`config.mk`:
```
export PLATFORM = sky130hd
export DESIGN_NAME = fdc_top
export DESIGN_NICKNAME = d
export VERILOG_FILES = /design/src/fdc_pkg.sv /design/src/fdc_reg_if.sv /design/src/fdc_sync.sv /design/src/fdc_axil.sv /design/src/fdc_top.sv
export SDC_FILE = /design/constraint.sdc
export NUM_CORES = 1
export LEC_CHECK = 0
export BUFFER_PORTS_ARGS = -buffer_cell sky130_fd_sc_hd__buf_2
export CAP_MARGIN = 40
export CORE_MARGIN = 1
export CORE_UTILIZATION = 40
export DETAILED_ROUTE_END_ITERATION = 12
export SLEW_MARGIN = 20
export SYNTH_ARGS = -nofsm -noshare
export SYNTH_HDL_FRONTEND = slang
export SYNTH_HIERARCHICAL = 1
export SYNTH_SLANG_ARGS = --single-unit
```
`constraint.sdc`:
```
create_clock -name clk_i -period 4.95 [get_ports clk_i]
set_input_delay 0.99 -clock clk_i [delete_from_list [all_inputs] [get_ports clk_i]]
set_output_delay 0.99 -clock clk_i [all_outputs]
set_load 0.01 [all_outputs]
```
`src/fdc_pkg.sv`:
```
// Shared constants and types for the frequency and duty counter
package fdc_pkg;
	localparam int CNT_W = 24;
	localparam int IDX_W = 8;
	localparam int ADDR_W = 10;
	localparam logic [CNT_W-1:0] CNT_MAX = 24'hffffff;
	localparam logic [CNT_W-1:0] CNT_ZERO = 24'h000000;
	// Register indices; byte address is four times the index
	localparam logic [IDX_W-1:0] IDX_IRQ_FLAGS2 = 8'h27;
	localparam logic [IDX_W-1:0] IDX_PWR2 = 8'h5c;
	localparam logic [IDX_W-1:0] IDX_GATE_U = 8'h65;
	localparam logic [IDX_W-1:0] IDX_GATE_M = 8'h66;
	localparam logic [IDX_W-1:0] IDX_GATE_L = 8'h67;
	localparam logic [IDX_W-1:0] IDX_CYC_U = 8'h68;
	localparam logic [IDX_W-1:0] IDX_CYC_M = 8'h69;
	localparam logic [IDX_W-1:0] IDX_CYC_L = 8'h6a;
	localparam logic [IDX_W-1:0] IDX_HI_U = 8'h6b;
	localparam logic [IDX_W-1:0] IDX_HI_M = 8'h6c;
	localparam logic [IDX_W-1:0] IDX_HI_L = 8'h6d;
	localparam logic [IDX_W-1:0] IDX_STATUS = 8'h6e;
	localparam logic [IDX_W-1:0] IDX_PORT3 = 8'h70;
	// Field positions
	localparam int DONE_BIT = 1;
	localparam int SRC_BIT = 4;
	localparam int EN_BIT = 3;
	localparam int STA_PIN_BIT = 7;
	localparam int STA_CMP_BIT = 6;
	localparam int STA_OVF_BIT = 0;
	localparam int P3_COMPARATOR_OUTPUT_EN_BIT = 7;
	localparam int P3_DIR_BIT = 6;
	// Reset values
	localparam logic [7:0] PWR2_RST = 8'h00;
	localparam logic [7:0] PORT3_RST = 8'h00;
	localparam logic [7:0] BYTE_ZERO = 8'h00;
	localparam logic [1:0] RESP_OKAY = 2'b00;
	localparam logic [1:0] RESP_SLVERR = 2'b10;
	// Gray-coded measurement states
	typedef enum logic [2:0] {
		FDC_IDLE = 3'b000,
		FDC_ARMED = 3'b001,
		FDC_RUN = 3'b011,
		FDC_TAIL = 3'b010,
		FDC_DONE = 3'b110
	} fdc_state_t;
endpackage

```
`src/fdc_reg_if.sv`:
```
// Register access carrier between the bus slave and the counter core
`timescale 1ns/1ps
interface fdc_reg_if;
	logic wr_en;
	logic [7:0] wr_idx;
	logic [7:0] wr_data;
	logic wr_hit;
	logic rd_en;
	logic [7:0] rd_idx;
	logic [7:0] rd_data;
	logic rd_hit;
	modport slave (output wr_en, wr_idx, wr_data, rd_en, rd_idx, input wr_hit, rd_data, rd_hit);
	modport core (input wr_en, wr_idx, wr_data, rd_en, rd_idx, output wr_hit, rd_data, rd_hit);
endinterface

```
`src/fdc_sync.sv`:
```
// Two-stage synchroniser for the pin-level inputs
`timescale 1ns/1ps
module fdc_sync
	import fdc_pkg::*;
#(
	parameter int W = 2
)(
	input wire logic clk_i,
	input wire logic sys_rst_i,
	input wire logic ce_i,
	input wire logic [W-1:0] async_i,
	output logic [W-1:0] sync_o
);
	typedef struct packed {
		logic [W-1:0] s1;
		logic [W-1:0] s2;
	} fdc_sync_st_t;
	fdc_sync_st_t q;
	fdc_sync_st_t d;
	always_comb
	begin
		d.s1 = async_i;
		d.s2 = q.s1;
	end
	always_ff @(posedge clk_i or posedge sys_rst_i)
	begin
		if (sys_rst_i)
			q <= '0;
		else if (ce_i)
			q <= d;
	end
	assign sync_o = q.s2;
endmodule // fdc_sync

```
`src/fdc_axil.sv`:
```
// AXI4-Lite slave front end feeding the register carrier
`timescale 1ns/1ps
module fdc_axil
	import fdc_pkg::*;
(
	input wire logic clk_i,
	input wire logic sys_rst_i,
	input wire logic ce_i,
	input wire logic [ADDR_W-1:0] awaddr_i,
	input wire logic awvalid_i,
	output logic awready_o,
	input wire logic [31:0] wdata_i,
	input wire logic [3:0] wstrb_i,
	input wire logic wvalid_i,
	output logic wready_o,
	output logic [1:0] bresp_o,
	output logic bvalid_o,
	input wire logic bready_i,
	input wire logic [ADDR_W-1:0] araddr_i,
	input wire logic arvalid_i,
	output logic arready_o,
	output logic [31:0] rdata_o,
	output logic [1:0] rresp_o,
	output logic rvalid_o,
	input wire logic rready_i,
	fdc_reg_if.slave bus
);
	typedef struct packed {
		logic awv;
		logic wv;
		logic [IDX_W-1:0] widx;
		logic [7:0] wdat;
		logic wlane;
		logic awrdy;
		logic wrdy;
		logic bvalid;
		logic [1:0] bresp;
		logic arrdy;
		logic rvalid;
		logic [7:0] rdat;
		logic [1:0] rresp;
	} fdc_axil_st_t;
	fdc_axil_st_t q;
	fdc_axil_st_t d;
	logic both;
	logic rd_take;
	always_comb
	begin
		d = q;
		both = q.awv & q.wv;
		rd_take = ce_i & arvalid_i & q.arrdy;
		bus.wr_en = ce_i & both & q.wlane;
		bus.wr_idx = q.widx;
		bus.wr_data = q.wdat;
		bus.rd_en = rd_take;
		bus.rd_idx = araddr_i[ADDR_W-1:2];
		if (awvalid_i && q.awrdy)
		begin
			d.awv = 1'b1;
			d.widx = awaddr_i[ADDR_W-1:2];
		end
		if (wvalid_i && q.wrdy)
		begin
			d.wv = 1'b1;
			d.wdat = wdata_i[7:0];
			d.wlane = wstrb_i[0];
		end
		if (q.bvalid && bready_i)
			d.bvalid = 1'b0;
		if (both)
		begin
			d.awv = 1'b0;
			d.wv = 1'b0;
			d.bvalid = 1'b1;
			d.bresp = bus.wr_hit ? RESP_OKAY : RESP_SLVERR;
		end
		if (q.rvalid && rready_i)
			d.rvalid = 1'b0;
		if (rd_take)
		begin
			d.rvalid = 1'b1;
			d.rdat = bus.rd_data;
			d.rresp = bus.rd_hit ? RESP_OKAY : RESP_SLVERR;
		end
		d.awrdy = ~d.awv & ~d.bvalid;
		d.wrdy = ~d.wv & ~d.bvalid;
		d.arrdy = ~d.rvalid;
	end
	always_ff @(posedge clk_i or posedge sys_rst_i)
	begin
		if (sys_rst_i)
			q <= '0;
		else if (ce_i)
			q <= d;
	end
	assign awready_o = q.awrdy;
	assign wready_o = q.wrdy;
	assign bvalid_o = q.bvalid;
	assign bresp_o = q.bresp;
	assign arready_o = q.arrdy;
	assign rvalid_o = q.rvalid;
	assign rdata_o = {24'h000000, q.rdat};
	assign rresp_o = q.rresp;
endmodule // fdc_axil

```
`src/fdc_top.sv`:
```
// Frequency and duty-cycle counter with its register file
//
// Register access over AXI4-Lite is this design's own decision.
`timescale 1ns/1ps
// Operation
// - Source select 0 picks comparator output, 1 picks external count pin.
// - Three 24-bit counters: gate timer, cycle counter, high-time counter.
// - Gate and high-time count system clocks; cycle counter counts input periods.
// - High-time counter advances only in clocks where the input is high.
// - Gate timer low byte held at zero while counting is disabled.
// - Gate bits 23:8 writable only when disabled; otherwise change only by counting.
// - After enabling, counting starts at the first input rising edge.
// - After gate overflow, counting stops at the next input rising edge.
// - An interrupt request is raised when the counters stop.
// - Completion shows as bit 1 of the second interrupt flag register.
// - Cycle counter then holds whole input periods seen while counting.
// - High-time counter then holds clocks the input spent high.
// - Cycle-count overflow bit set whenever the cycle counter overflows.
// - Overflow bit cleared by reading status or while disabled.
// - Status bit 7 shows live external pin level regardless of selection.
// - Port 3 bits 7 and 6 both set drive comparator output onto port 3 pin 7.
module fdc_top
	import fdc_pkg::*;
(
	input wire logic clk_i,
	input wire logic sys_rst_i,
	input wire logic ce_i,
	input wire logic comparator_output_i,
	input wire logic external_count_pin_i,
	input wire logic [ADDR_W-1:0] s_axi_awaddr_i,
	input wire logic s_axi_awvalid_i,
	output logic s_axi_awready_o,
	input wire logic [31:0] s_axi_wdata_i,
	input wire logic [3:0] s_axi_wstrb_i,
	input wire logic s_axi_wvalid_i,
	output logic s_axi_wready_o,
	output logic [1:0] s_axi_bresp_o,
	output logic s_axi_bvalid_o,
	input wire logic s_axi_bready_i,
	input wire logic [ADDR_W-1:0] s_axi_araddr_i,
	input wire logic s_axi_arvalid_i,
	output logic s_axi_arready_o,
	output logic [31:0] s_axi_rdata_o,
	output logic [1:0] s_axi_rresp_o,
	output logic s_axi_rvalid_o,
	input wire logic s_axi_rready_i,
	output logic measure_irq_o,
	output logic port3_pin7_o,
	output logic port3_pin7_oe_o
);
	// ==========================================================
	// State
	typedef struct packed {
		fdc_state_t st;
		logic prev;
		logic [CNT_W-1:0] gate;
		logic [CNT_W-1:0] cyc;
		logic [CNT_W-1:0] hi;
		logic ovf;
		logic done;
		logic [7:0] pwr;
		logic [7:0] port3;
		logic pin7;
		logic pin7_oe;
	} fdc_core_st_t;
	fdc_core_st_t q;
	fdc_core_st_t d;
	fdc_reg_if bus ();
	logic [1:0] pins_s;
	logic cmp_s;
	logic ext_s;
	logic sel;
	logic en;
	logic rise;
	logic running;

	// Counter step with carry out
	function automatic logic [CNT_W:0] inc24(input logic [CNT_W-1:0] v);
		inc24 = {1'b0, v} + {{CNT_W{1'b0}}, 1'b1};
	endfunction

	function automatic logic idx_known(input logic [IDX_W-1:0] idx);
		idx_known = (idx == IDX_IRQ_FLAGS2) || (idx == IDX_PWR2) || (idx == IDX_PORT3)
			|| ((idx >= IDX_GATE_U) && (idx <= IDX_STATUS));
	endfunction

	// ==========================================================
	// Submodules
	fdc_sync #(.W(2)) u_sync (
		.clk_i(clk_i),
		.sys_rst_i(sys_rst_i),
		.ce_i(ce_i),
		.async_i({comparator_output_i, external_count_pin_i}),
		.sync_o(pins_s)
	);

	fdc_axil u_axil (
		.clk_i(clk_i),
		.sys_rst_i(sys_rst_i),
		.ce_i(ce_i),
		.awaddr_i(s_axi_awaddr_i),
		.awvalid_i(s_axi_awvalid_i),
		.awready_o(s_axi_awready_o),
		.wdata_i(s_axi_wdata_i),
		.wstrb_i(s_axi_wstrb_i),
		.wvalid_i(s_axi_wvalid_i),
		.wready_o(s_axi_wready_o),
		.bresp_o(s_axi_bresp_o),
		.bvalid_o(s_axi_bvalid_o),
		.bready_i(s_axi_bready_i),
		.araddr_i(s_axi_araddr_i),
		.arvalid_i(s_axi_arvalid_i),
		.arready_o(s_axi_arready_o),
		.rdata_o(s_axi_rdata_o),
		.rresp_o(s_axi_rresp_o),
		.rvalid_o(s_axi_rvalid_o),
		.rready_i(s_axi_rready_i),
		.bus(bus.slave)
	);

	assign cmp_s = pins_s[1];
	assign ext_s = pins_s[0];
	assign sel = q.pwr[SRC_BIT] ? ext_s : cmp_s;
	assign en = q.pwr[EN_BIT];
	assign rise = sel & ~q.prev;
	assign running = (q.st == FDC_RUN) || (q.st == FDC_TAIL);

	// ==========================================================
	// Read mux
	always_comb
	begin
		bus.rd_hit = idx_known(bus.rd_idx);
		bus.wr_hit = idx_known(bus.wr_idx);
		unique case (bus.rd_idx)
			IDX_IRQ_FLAGS2: bus.rd_data = {6'h00, q.done, 1'b0};
			IDX_PWR2: bus.rd_data = q.pwr;
			IDX_GATE_U: bus.rd_data = q.gate[23:16];
			IDX_GATE_M: bus.rd_data = q.gate[15:8];
			IDX_GATE_L: bus.rd_data = q.gate[7:0];
			IDX_CYC_U: bus.rd_data = q.cyc[23:16];
			IDX_CYC_M: bus.rd_data = q.cyc[15:8];
			IDX_CYC_L: bus.rd_data = q.cyc[7:0];
			IDX_HI_U: bus.rd_data = q.hi[23:16];
			IDX_HI_M: bus.rd_data = q.hi[15:8];
			IDX_HI_L: bus.rd_data = q.hi[7:0];
			IDX_STATUS: bus.rd_data = {ext_s, cmp_s, 5'h00, q.ovf};
			IDX_PORT3: bus.rd_data = q.port3;
			default: bus.rd_data = BYTE_ZERO;
		endcase
	end

	// ==========================================================
	// Next state
	always_comb
	begin
		logic [CNT_W:0] cyc_n;
		logic [CNT_W:0] gate_n;
		logic [CNT_W:0] hi_n;
		cyc_n = inc24(q.cyc);
		gate_n = inc24(q.gate);
		hi_n = inc24(q.hi);
		d = q;
		d.prev = sel;
		// Software side first so that hardware events win
		if (bus.rd_en && bus.rd_idx == IDX_STATUS)
			d.ovf = 1'b0;
		if (bus.wr_en)
		begin
			unique case (bus.wr_idx)
				IDX_IRQ_FLAGS2:
				begin
					if (bus.wr_data[DONE_BIT])
						d.done = 1'b0;
				end
				IDX_PWR2: d.pwr = bus.wr_data;
				IDX_GATE_U:
				begin
					if (!en)
						d.gate[23:16] = bus.wr_data;
				end
				IDX_GATE_M:
				begin
					if (!en)
						d.gate[15:8] = bus.wr_data;
				end
				IDX_PORT3: d.port3 = bus.wr_data;
				default: d.port3 = q.port3;
			endcase
		end
		if (!en)
		begin
			d.st = FDC_IDLE;
			d.gate[7:0] = BYTE_ZERO;
			d.cyc = CNT_ZERO;
			d.hi = CNT_ZERO;
			d.ovf = 1'b0;
		end
		else
		begin
			unique case (q.st)
				FDC_IDLE: d.st = FDC_ARMED;
				FDC_ARMED:
				begin
					if (rise)
						d.st = FDC_RUN;
				end
				FDC_RUN, FDC_TAIL:
				begin
					d.gate = gate_n[CNT_W-1:0];
					if (sel)
						d.hi = hi_n[CNT_W-1:0];
					if (rise)
					begin
						d.cyc = cyc_n[CNT_W-1:0];
						if (cyc_n[CNT_W])
							d.ovf = 1'b1;
					end
					if (q.st == FDC_RUN && q.gate == CNT_MAX)
						d.st = FDC_TAIL;
					if (q.st == FDC_TAIL && rise)
					begin
						d.st = FDC_DONE;
						d.done = 1'b1;
					end
				end
				FDC_DONE: d.st = FDC_DONE;
			endcase
		end
		d.pin7 = cmp_s;
		d.pin7_oe = q.port3[P3_COMPARATOR_OUTPUT_EN_BIT] & q.port3[P3_DIR_BIT];
	end

	always_ff @(posedge clk_i or posedge sys_rst_i)
	begin
		if (sys_rst_i)
		begin
			q <= '0;
			q.pwr <= PWR2_RST;
			q.port3 <= PORT3_RST;
		end
		else if (ce_i)
			q <= d;
	end

	assign measure_irq_o = q.done;
	assign port3_pin7_o = q.pin7;
	assign port3_pin7_oe_o = q.pin7_oe;
endmodule // fdc_top

```
### Word level (Yosys, flattened, before mapping)

Cells that the tools add are included.
Widths: inputs -> output; s select.

| word-level totals | value |
|---|---|
| logic and storage cells | 139 |
| output and inout bits | 44 |
| input bits | 66 |
| flip-flop bits (word level) | 136 |

| cells by class | value |
|---|---|
| muxes and demuxes | 36 |
| reductions and logical operators | 27 |
| magnitude comparators | 4 |
| bitwise gates (word level) | 14 |
| $add $sub $neg | 3 |
| equal/unequal tests | 28 |

Operator list:

| cell | count |
|---|---|
| $eq 8x7->1 const B | 16 |
| $pmux 8 s13 | 1 |
| $mux 74 | 1 |
| $mux 57 | 1 |
| $add 24x1->24 const B | 2 |
| $mux 24 | 2 |
| $mux 8 | 6 |
| $mux 16 | 2 |
| $add 24x1->25 const B | 1 |
| $eq 24x24->1 const B | 1 |
| $mux 17 | 1 |
| $eq 8x6->1 const B | 2 |
| $ge 8x7->1 const B | 2 |
| $le 8x7->1 const B | 2 |
| $mux 3 | 5 |
| $reduce_and 3->1 | 5 |
| $mux 1 | 12 |
| $pmux 3 s4 | 1 |
| $mux 11 | 1 |
| $reduce_and 2->1 | 5 |
| $and 1x1->1 | 9 |
| $logic_and 1x1->1 | 9 |
| $eq 3x2->1 const B | 2 |
| $logic_or 1x1->1 | 6 |
| other kinds (9) | 17 |

### Logic depth before layout (Yosys ltp)

Gate-level depths: netlist of run 1.

| depth | value |
|---|---|
| word-level depth | 8 |
| gate-level depth with buffers | 10 |
| mapped depth without buffers | 7 |

### By module

The synthesis of run 1 kept the hierarchy.

Modules (own cells, without submodules):

| module | seq. area each (um^2) | area each (um^2) | times used | cells each |
|---|---|---|---|---|
| fdc_top | 2,402.3 | 6,118.4 | 1 | 697 |
| fdc_axil | 850.8 | 1,814.2 | 1 | 152 |
| fdc_sync | 100.1 | 148.9 | 1 | 9 |

### Least setup slack after synthesis of run 1

Ideal clock, no wire load.

| timing | value |
|---|---|
| path kind | input port to flip-flop |
| from | in ce_i |
| to | reg q[79] (netlist name) |
| path slack | 2.002 ns |
| path buffers | 2 |
| library setup time | 0.125 ns |
| stages | 9 |
| arrival | 2.823 ns |
| required time | 4.825 ns |
| cells stage by stage | and3_2 buf_2 and2_1 or3b_1 or4_1 clkbuf_1 mux2_1 nor3_1 nor3_1 |

| on the way | value |
|---|---|
| word-level cells in the longest chain between the ends | 5 |

Ends and longest elaborated chain:

| item | line | text |
|---|---|---|
| start: declaration | fdc_top.sv:27 | `input wire logic ce_i,` |
| $and 1x1->1 * (2 in series) | fdc_axil.sv:52 | `bus.wr_en = ce_i & both & q.wlane;` |
| via bus.wr_en | fdc_reg_if.sv:4 | `logic wr_en;` |
| $mux 16 * | fdc_top.sv:167 | `if (bus.wr_en)` |
| $mux 74 | fdc_top.sv:200 | `unique case (q.st)` |
| $mux 16 * | fdc_top.sv:190 | `if (!en)` |
| end: declaration | fdc_top.sv:66 | `fdc_core_st_t q;` |

Mark *: on every way through the listed nets, which the timed path passes. The rest lies on a longest branch. The select of a mux whose other input is x is not followed.
A chain may end at the register's enable or synchronous reset.

### Worst setup path in the final report of run 1

| timing | value |
|---|---|
| from | in s_axi_araddr_i[9] |
| to | reg u_axil.q, in the netlist u_axil/rdata_o[1] |

| on the way | value |
|---|---|
| word-level cells in the longest chain between the ends | 2 |
| elaborated cells between the ends (all ways) | 14 |
| those cells by class | eq/ne: 13; mux: 1 |

Ends and longest elaborated chain:

| item | line | text |
|---|---|---|
| start: declaration | fdc_top.sv:40 | `input wire logic [ADDR_W-1:0] s_axi_araddr_i,` |
| $eq 8x7->1 / $eq 8x6->1 (equally long branches) | fdc_top.sv:134 | `unique case (bus.rd_idx)` |
| $pmux 8 s13 * | fdc_top.sv:134 |  |
| via bus.rd_data[1] | fdc_reg_if.sv:10 | `logic [7:0] rd_data;` |
| end signal: assignment | fdc_axil.sv:92 | `q <= '0;` |
| end signal: assignment | fdc_axil.sv:94 | `q <= d;` |
| end: declaration | fdc_axil.sv:43 | `fdc_axil_st_t q;` |

Mark *: on every way through the listed nets, which the timed path passes. The rest lies on a longest branch.

==> results of run 1 <==
-- worst max-delay path by stage --
stage / start / endpoint / slack [ns] / cells past startpoint
after floorplan: sys_rst_i / en / 1.45 / 1
after global placement: ce_i / q[79] / 1.63 / 8
after detailed placement: ce_i / q[79] / 1.64 / 8
after CTS: ce_i / q[79] / 2.08 / 8
after global routing: ce_i / q[79] / 1.96 / 8
final: s_axi_araddr_i[9] / u_axil/rdata_o[1] / 2.03 / 6
-- stage by stage --
step / setup WS, ns / cells / power [mW] / cell area (um2) / utilization, %
floorplan: 1.45 / 883 / 1.71 / 8180 / -
global placement: 1.63 / 1108 / 1.74 / 8190 / 41.7
detailed placement: 1.64 / 1109 / 1.75 / 8220 / 41.8
CTS: 2.08 / 1141 / 3.03 / 8810 / 44.8
global route: 1.96 / 1141 / 3.14 / 8810 / 44.8
finish: 2.03 / 1141 / 3.02 / 8810 / 44.8
-- cell families (layout without fill, tap and decap cells) --
logic type	Yosys count	in the layout	synth area share [%]
adders and majority gates	3	3	0.465
other	1	26	0.0464
AOI/OAI and AO/OA	174	174	13.9
and+or+nand+nor	332	332	23.4
DFF	134	134	41.5
buffers and inverters	122	115	8.84
muxes	61	61	8.47
xor gates and xnor gates	31	31	3.36
-- power groups by stage --
stage	clock network, mW	logic [mW]	registers, mW
final	1.29	0.362	1.36
after global routing	1.35	0.405	1.38
after CTS	1.30	0.366	1.36
after detailed placement	0	0.365	1.38
after global placement	0	0.357	1.38
after floorplan	0	0.420	1.29
-- routing by layer --
layer  global-route usage, %  vias to the layer above  routed length, um
met4                    7.92                        0                559
li1                        -                     3102                  -
met3                    4.40                       41               1150
met2                    32.3                      230               9830
met5                       0                        -                  0
met1                    30.7                     3306              10100
-- cell type report --
class,count,share of cell area [%]
clock buffer,18,4.87
clock inverter,14,1.85
inverter,24,1.05
multi-input combinational,627,46.6
sequential,134,38.1
tap,265,3.76
timing repair buffer,59,3.78
-- critical path: stages --
cell and delay, ns:
buf_2 0.13, and4bb_2 0.38, and2_0 0.65, a221oi_1 0.23, o311ai_0 0.63, mux2_2 0.27
-- state kept, by name, summed over array words and instances, names as in the netlist, 2 cells and up --
name / flops
u_axil/q: 3
u_axil/bus.wr_data: 8
u_sync/sync_o: 2
u_axil/rdata_o: 8
q: 92
u_axil/bus.wr_idx: 8
u_sync/d: 2
-- cell usage in the layout (no fill, tap or decap), types with 4 or more instances in the layout --
cell type / instances
dfrtp_1: 134
a21oi_1: 37
o21ai_0: 52
nand2_1: 63
a31o_2: 4
mux2_2: 48
mux2i_1: 11
o211ai_1: 6
a32oi_1: 4
a21o_1: 4
nor4_1: 7
and4_1: 5
or3_1: 9
buf_2: 52
xnor2_1: 13
nand4b_1: 4
nor2_2: 5
a22o_1: 7
and2_1: 4
nand4_1: 34
a22oi_1: 8
nor2_1: 58
o22ai_1: 7
or4_1: 5
xor2_1: 18
and3_1: 14
nor4_2: 6
inv_6: 5
conb_1: 26
clkbuf_16: 17
o31ai_1: 4
nand3b_1: 5
a31oi_1: 10
nand3_1: 46
inv_1: 22
nand2b_1: 6
nor3_1: 26
a221oi_1: 8
buf_4: 6
nor2b_1: 6
==> run summary, run 1 <==
Int Pwr: 2.14 mW
maximum number of pins on one net before global-route repair: 60
Setup-failing EPs final: 0
hpwl dp: 15.5 mm
area grow syn2layout: 9.04%
NetSw: 875 uW
area of the multi-input gates: 4110 um2
ys async rst share: 100%
unrepaired setup endpoints after global routing: false
Final Max Slew Viols: 0
most common cell in the synthesized netlist: dfrtp_1
status: finished clean
Mapped Area: 8080 um2
crit end category: register
CTS resizes: 0
fmax: 343 MHz
max_cap viols: 0
layout filler cell count: 1930
All-Layer GR Usage: 21.6%
Routed WL per cell: 19.0 um
Least-Margin Pin Slew: 0.815 ns
setup TNS: 0 ns
Clk pwr share: 42.8%
gpl congestion: 0.919
Critical Path Source Type: input port
Sequential Power Share: 45.2%
core area: 19700 um2
share of cells above drive strength 1: 19.7%
critical path fanouts, max: 14
die height: 144 um
Tmin final: 2.92 ns
Final Hold Viols: 0
post-synthesis sequential area ratio: 41.5%
die width: 144 um
R2R setup slack: 2.16 ns
Register-to-Register Path Depth: 5
ant diodes: 0
prevailing post-synth register cell: dfrtp_1
Worst Hold Class: input port to asynchronous set/reset pin
Post-Syn Instances: 858
Max Clock Skew: 0.00910 ns
main area contributors after synthesis: dfrtp_1 (41%), mux2_2 (6.7%), buf_4 (5.7%), o21ai_0 (3.2%), nand2_1 (2.9%)
DR iter-0 viols: 671
Cell Rows: 51
clk buf depth: 2
via total after detailed routing: 6679
top cell type's share of synthesized area: 41.5%
Power per Cell Area: 342 nW/um2
port bufs: 52
crit path kind: input port to register
worst-skew pair later-pin latency: 0.43 ns
fin nets: 932
Remaining Overflow, GRT: 0
CP arrival: 3.28 ns
share of total power in combinational logic: 12.0%
worst ir drop on vdd: 0.223 mV
clock sink total: 134
CTS Buf Count: 17
Ys Warns: 6
global-route wire length before repair: 34.1 mm
Min Hold Slack: 0.462 ns
final worst-path cycle share: 58.9%
antenna violations before repair: 0
dominant cell type by area after synthesis: dfrtp_1
DIE AREA: 20800 um2
IO Pins: 110
CTS H-tree lvls: 4
Setup Buffers After CTS: 0
Detailed Routing Iterations Pass 1: 5
vias per cell: 5.85
FF+latch count, synth: 134
Post-synth EDFFs: 0
most frequent cells after synthesis: dfrtp_1 (134), nand2_1 (63), buf_4 (61)
Lkg Pwr: 3.66 nW
Net Sw Frac: 29.0%
Slew headroom: 45.3%
Required @ worst endpoint: 5.32 ns
count of cell types in the netlist: 82
drt total wl: 21.6 mm
hold bufs inserted after CTS: 0
Initial Utilization: 41.1%
CTS root buffer: clkbuf_16
ANT nets after route: 0
drt drc: 0
r2r endpoint: q[83]
worst r2r src: en
Clock transition at path regs: 0.07 ns
via count of the first global-routing pass: 6001
register area: 3350 um2
Post-Syn Area per Cell: 9.42 um2
CTS tree: done
Note: power is estimated with default switching activity, not from simulation.
==> run 2, diff against run 1 <==
==> constraint.sdc (replaced) <==
create_clock -name clk_i -period 2.4 [get_ports clk_i]
set_input_delay 0.48 -clock clk_i [delete_from_list [all_inputs] [get_ports clk_i]]
set_output_delay 0.48 -clock clk_i [all_outputs]
set_load 0.01 [all_outputs]
==> run 2 against run 1 <==
Net effect: first-iteration DRC count rose by 3.1%; core utilization rose by 1.3 points; flip-flop and latch count did not move; cell count rose by 2.8%; worst hold slack got worse by 0.19 ns; clock skew rose by 0.0018 ns.
==> run summary, run 2 (synthesized netlist as in run 1, its figures left out) <==
status: finished clean
port bufs: 52
final worst-path cycle share: 92.7%
gpl congestion: 0.981
Lkg Pwr: 3.82 nW
Power per Cell Area: 677 nW/um2
clock sink total: 134
Least-Margin Pin Slew: 0.736 ns
commonest non-fill, non-tap cell in the layout: dfrtp_1
Finished Cell Area: 9060 um2
Cell Rows: 51
Max Clock Skew: 0.0109 ns
DIE AREA: 20800 um2
antenna violations before repair: 0
max_cap viols: 0
drt total wl: 22.1 mm
Setup-failing EPs final: 0
core area: 19700 um2
ant diodes: 0
Most flops, register: q
Remaining Overflow, GRT: 0
fmax: 449 MHz
CTS tree: done
Setup Buffers After CTS: 0
area grow syn2layout: 12.1%
Required @ worst endpoint: 2.71 ns
CTS resizes: 0
setup TNS: 0 ns
CP arrival: 2.54 ns
via count of the first global-routing pass: 6280
Critical Path Source Type: register
share of cells above drive strength 1: 22.8%
hpwl dp: 16.3 mm
via total after detailed routing: 6704
CP max stage delay: 0.46 ns
Tmin final: 2.23 ns
Buf/Inv on CP: 1
critical-path cell list: and3_2 > and2_4 > or3b_4 > or4_1 > buf_4 > a21o_1 > a22o_1
CTS H-tree lvls: 4
drt drc: 0
vias per cell: 5.72
max reg flops: 92
crit path kind: register to register
Clock transition at path regs: 0.07 ns
slowest cell on the critical path: or4_1
total chip power: 6.14 mW
ANT nets after route: 0
CTS root buffer: clkbuf_16
DR iter-0 viols: 692
clk buf depth: 2
layout filler cell count: 1910
unrepaired setup endpoints after global routing: false
Initial Utilization: 41.1%
Slew headroom: 50.9%
CTS Buf Count: 17
most frequent cells in the layout: dfrtp_1 (134), nand2_1 (63), nor2_1 (58)
die width: 144 um
global-route wire length before repair: 35.3 mm
maximum number of pins on one net before global-route repair: 63
delay-heaviest family, CP: simple AND/OR/NAND/NOR gates
All-Layer GR Usage: 22.4%
IO Pins: 110
die height: 144 um
Final Hold Viols: 0
critical path fanouts, max: 14
Min Hold Slack: 0.273 ns
Detailed Routing Iterations Pass 1: 5
final core utilization: 46.1%
Worst Hold Class: input port to register
worst ir drop on vdd: 0.439 mV
Placed Area: 8480 um2
Final Max Slew Viols: 0
crit end category: register
worst-skew pair later-pin latency: 0.43 ns
hold bufs inserted after CTS: 1
Routed WL per cell: 18.8 um
fin nets: 964
## run 2: final timing paths
| check | end | slack [ns] | cells past startpoint | start |
|---|---|---|---|---|
| setup / recovery | q[83] | 0.17 | 7 | u_axil/q[35] |
| hold / removal | u_axil/bus.wr_idx[4] | 0.27 | 2 | s_axi_awaddr_i[6] |
| setup reg to reg | q[83] | 0.17 | 7 | u_axil/q[35] |
| hold reg to reg | u_sync/sync_o[0] | 0.51 | 1 | u_sync/d[0] |
| max in group asynchronous | u_axil/bus.wr_data[3] | 1.08 | 4 | sys_rst_i |
| min in group asynchronous | u_sync/sync_o[1] | 0.53 | 3 | sys_rst_i |
## run 2: routing by layer
metal	track usage [%]	routed length [um]	vias to the layer above
li1	-	-	3149
met1	32.0	10300	3253
met2	34.5	10100	267
met3	3.34	1250	35
met4	7.31	463	0
met5	0	0	-
## run 2: layout make-up
type	instances	area, um2	area share, %
inverters	24	93.8	1.04
flip-flops and latches	134	3350	37.0
multi-input cells	627	4120	45.4
clock buffers	18	439	4.85
well taps	265	332	3.66
clock inverters	14	135	1.49
repair buffers	91	593	6.55
## run 2: where the power goes
group | internal, mW | switching [mW]
Sequential | 2.50 | 0.318
Combinational | 0.386 | 0.398
Clock | 1.40 | 1.14
## run 2: worst register-to-register path, delay by kind of cell (launching register included)
family / cells / cell delay (ns)
simple gates: 4 / 1.19
flops: 1 / 0.38
compound gates: 2 / 0.33
buf+inv: 1 / 0.21
## run 2: per-stage QoR
step,instances,setup WS [ns]
floorplan,883,0.00562
global placement,1140,-0.0157
detailed placement,1140,-0.0188
CTS,1173,0.167
global route,1173,0.0231
finish,1173,0.175
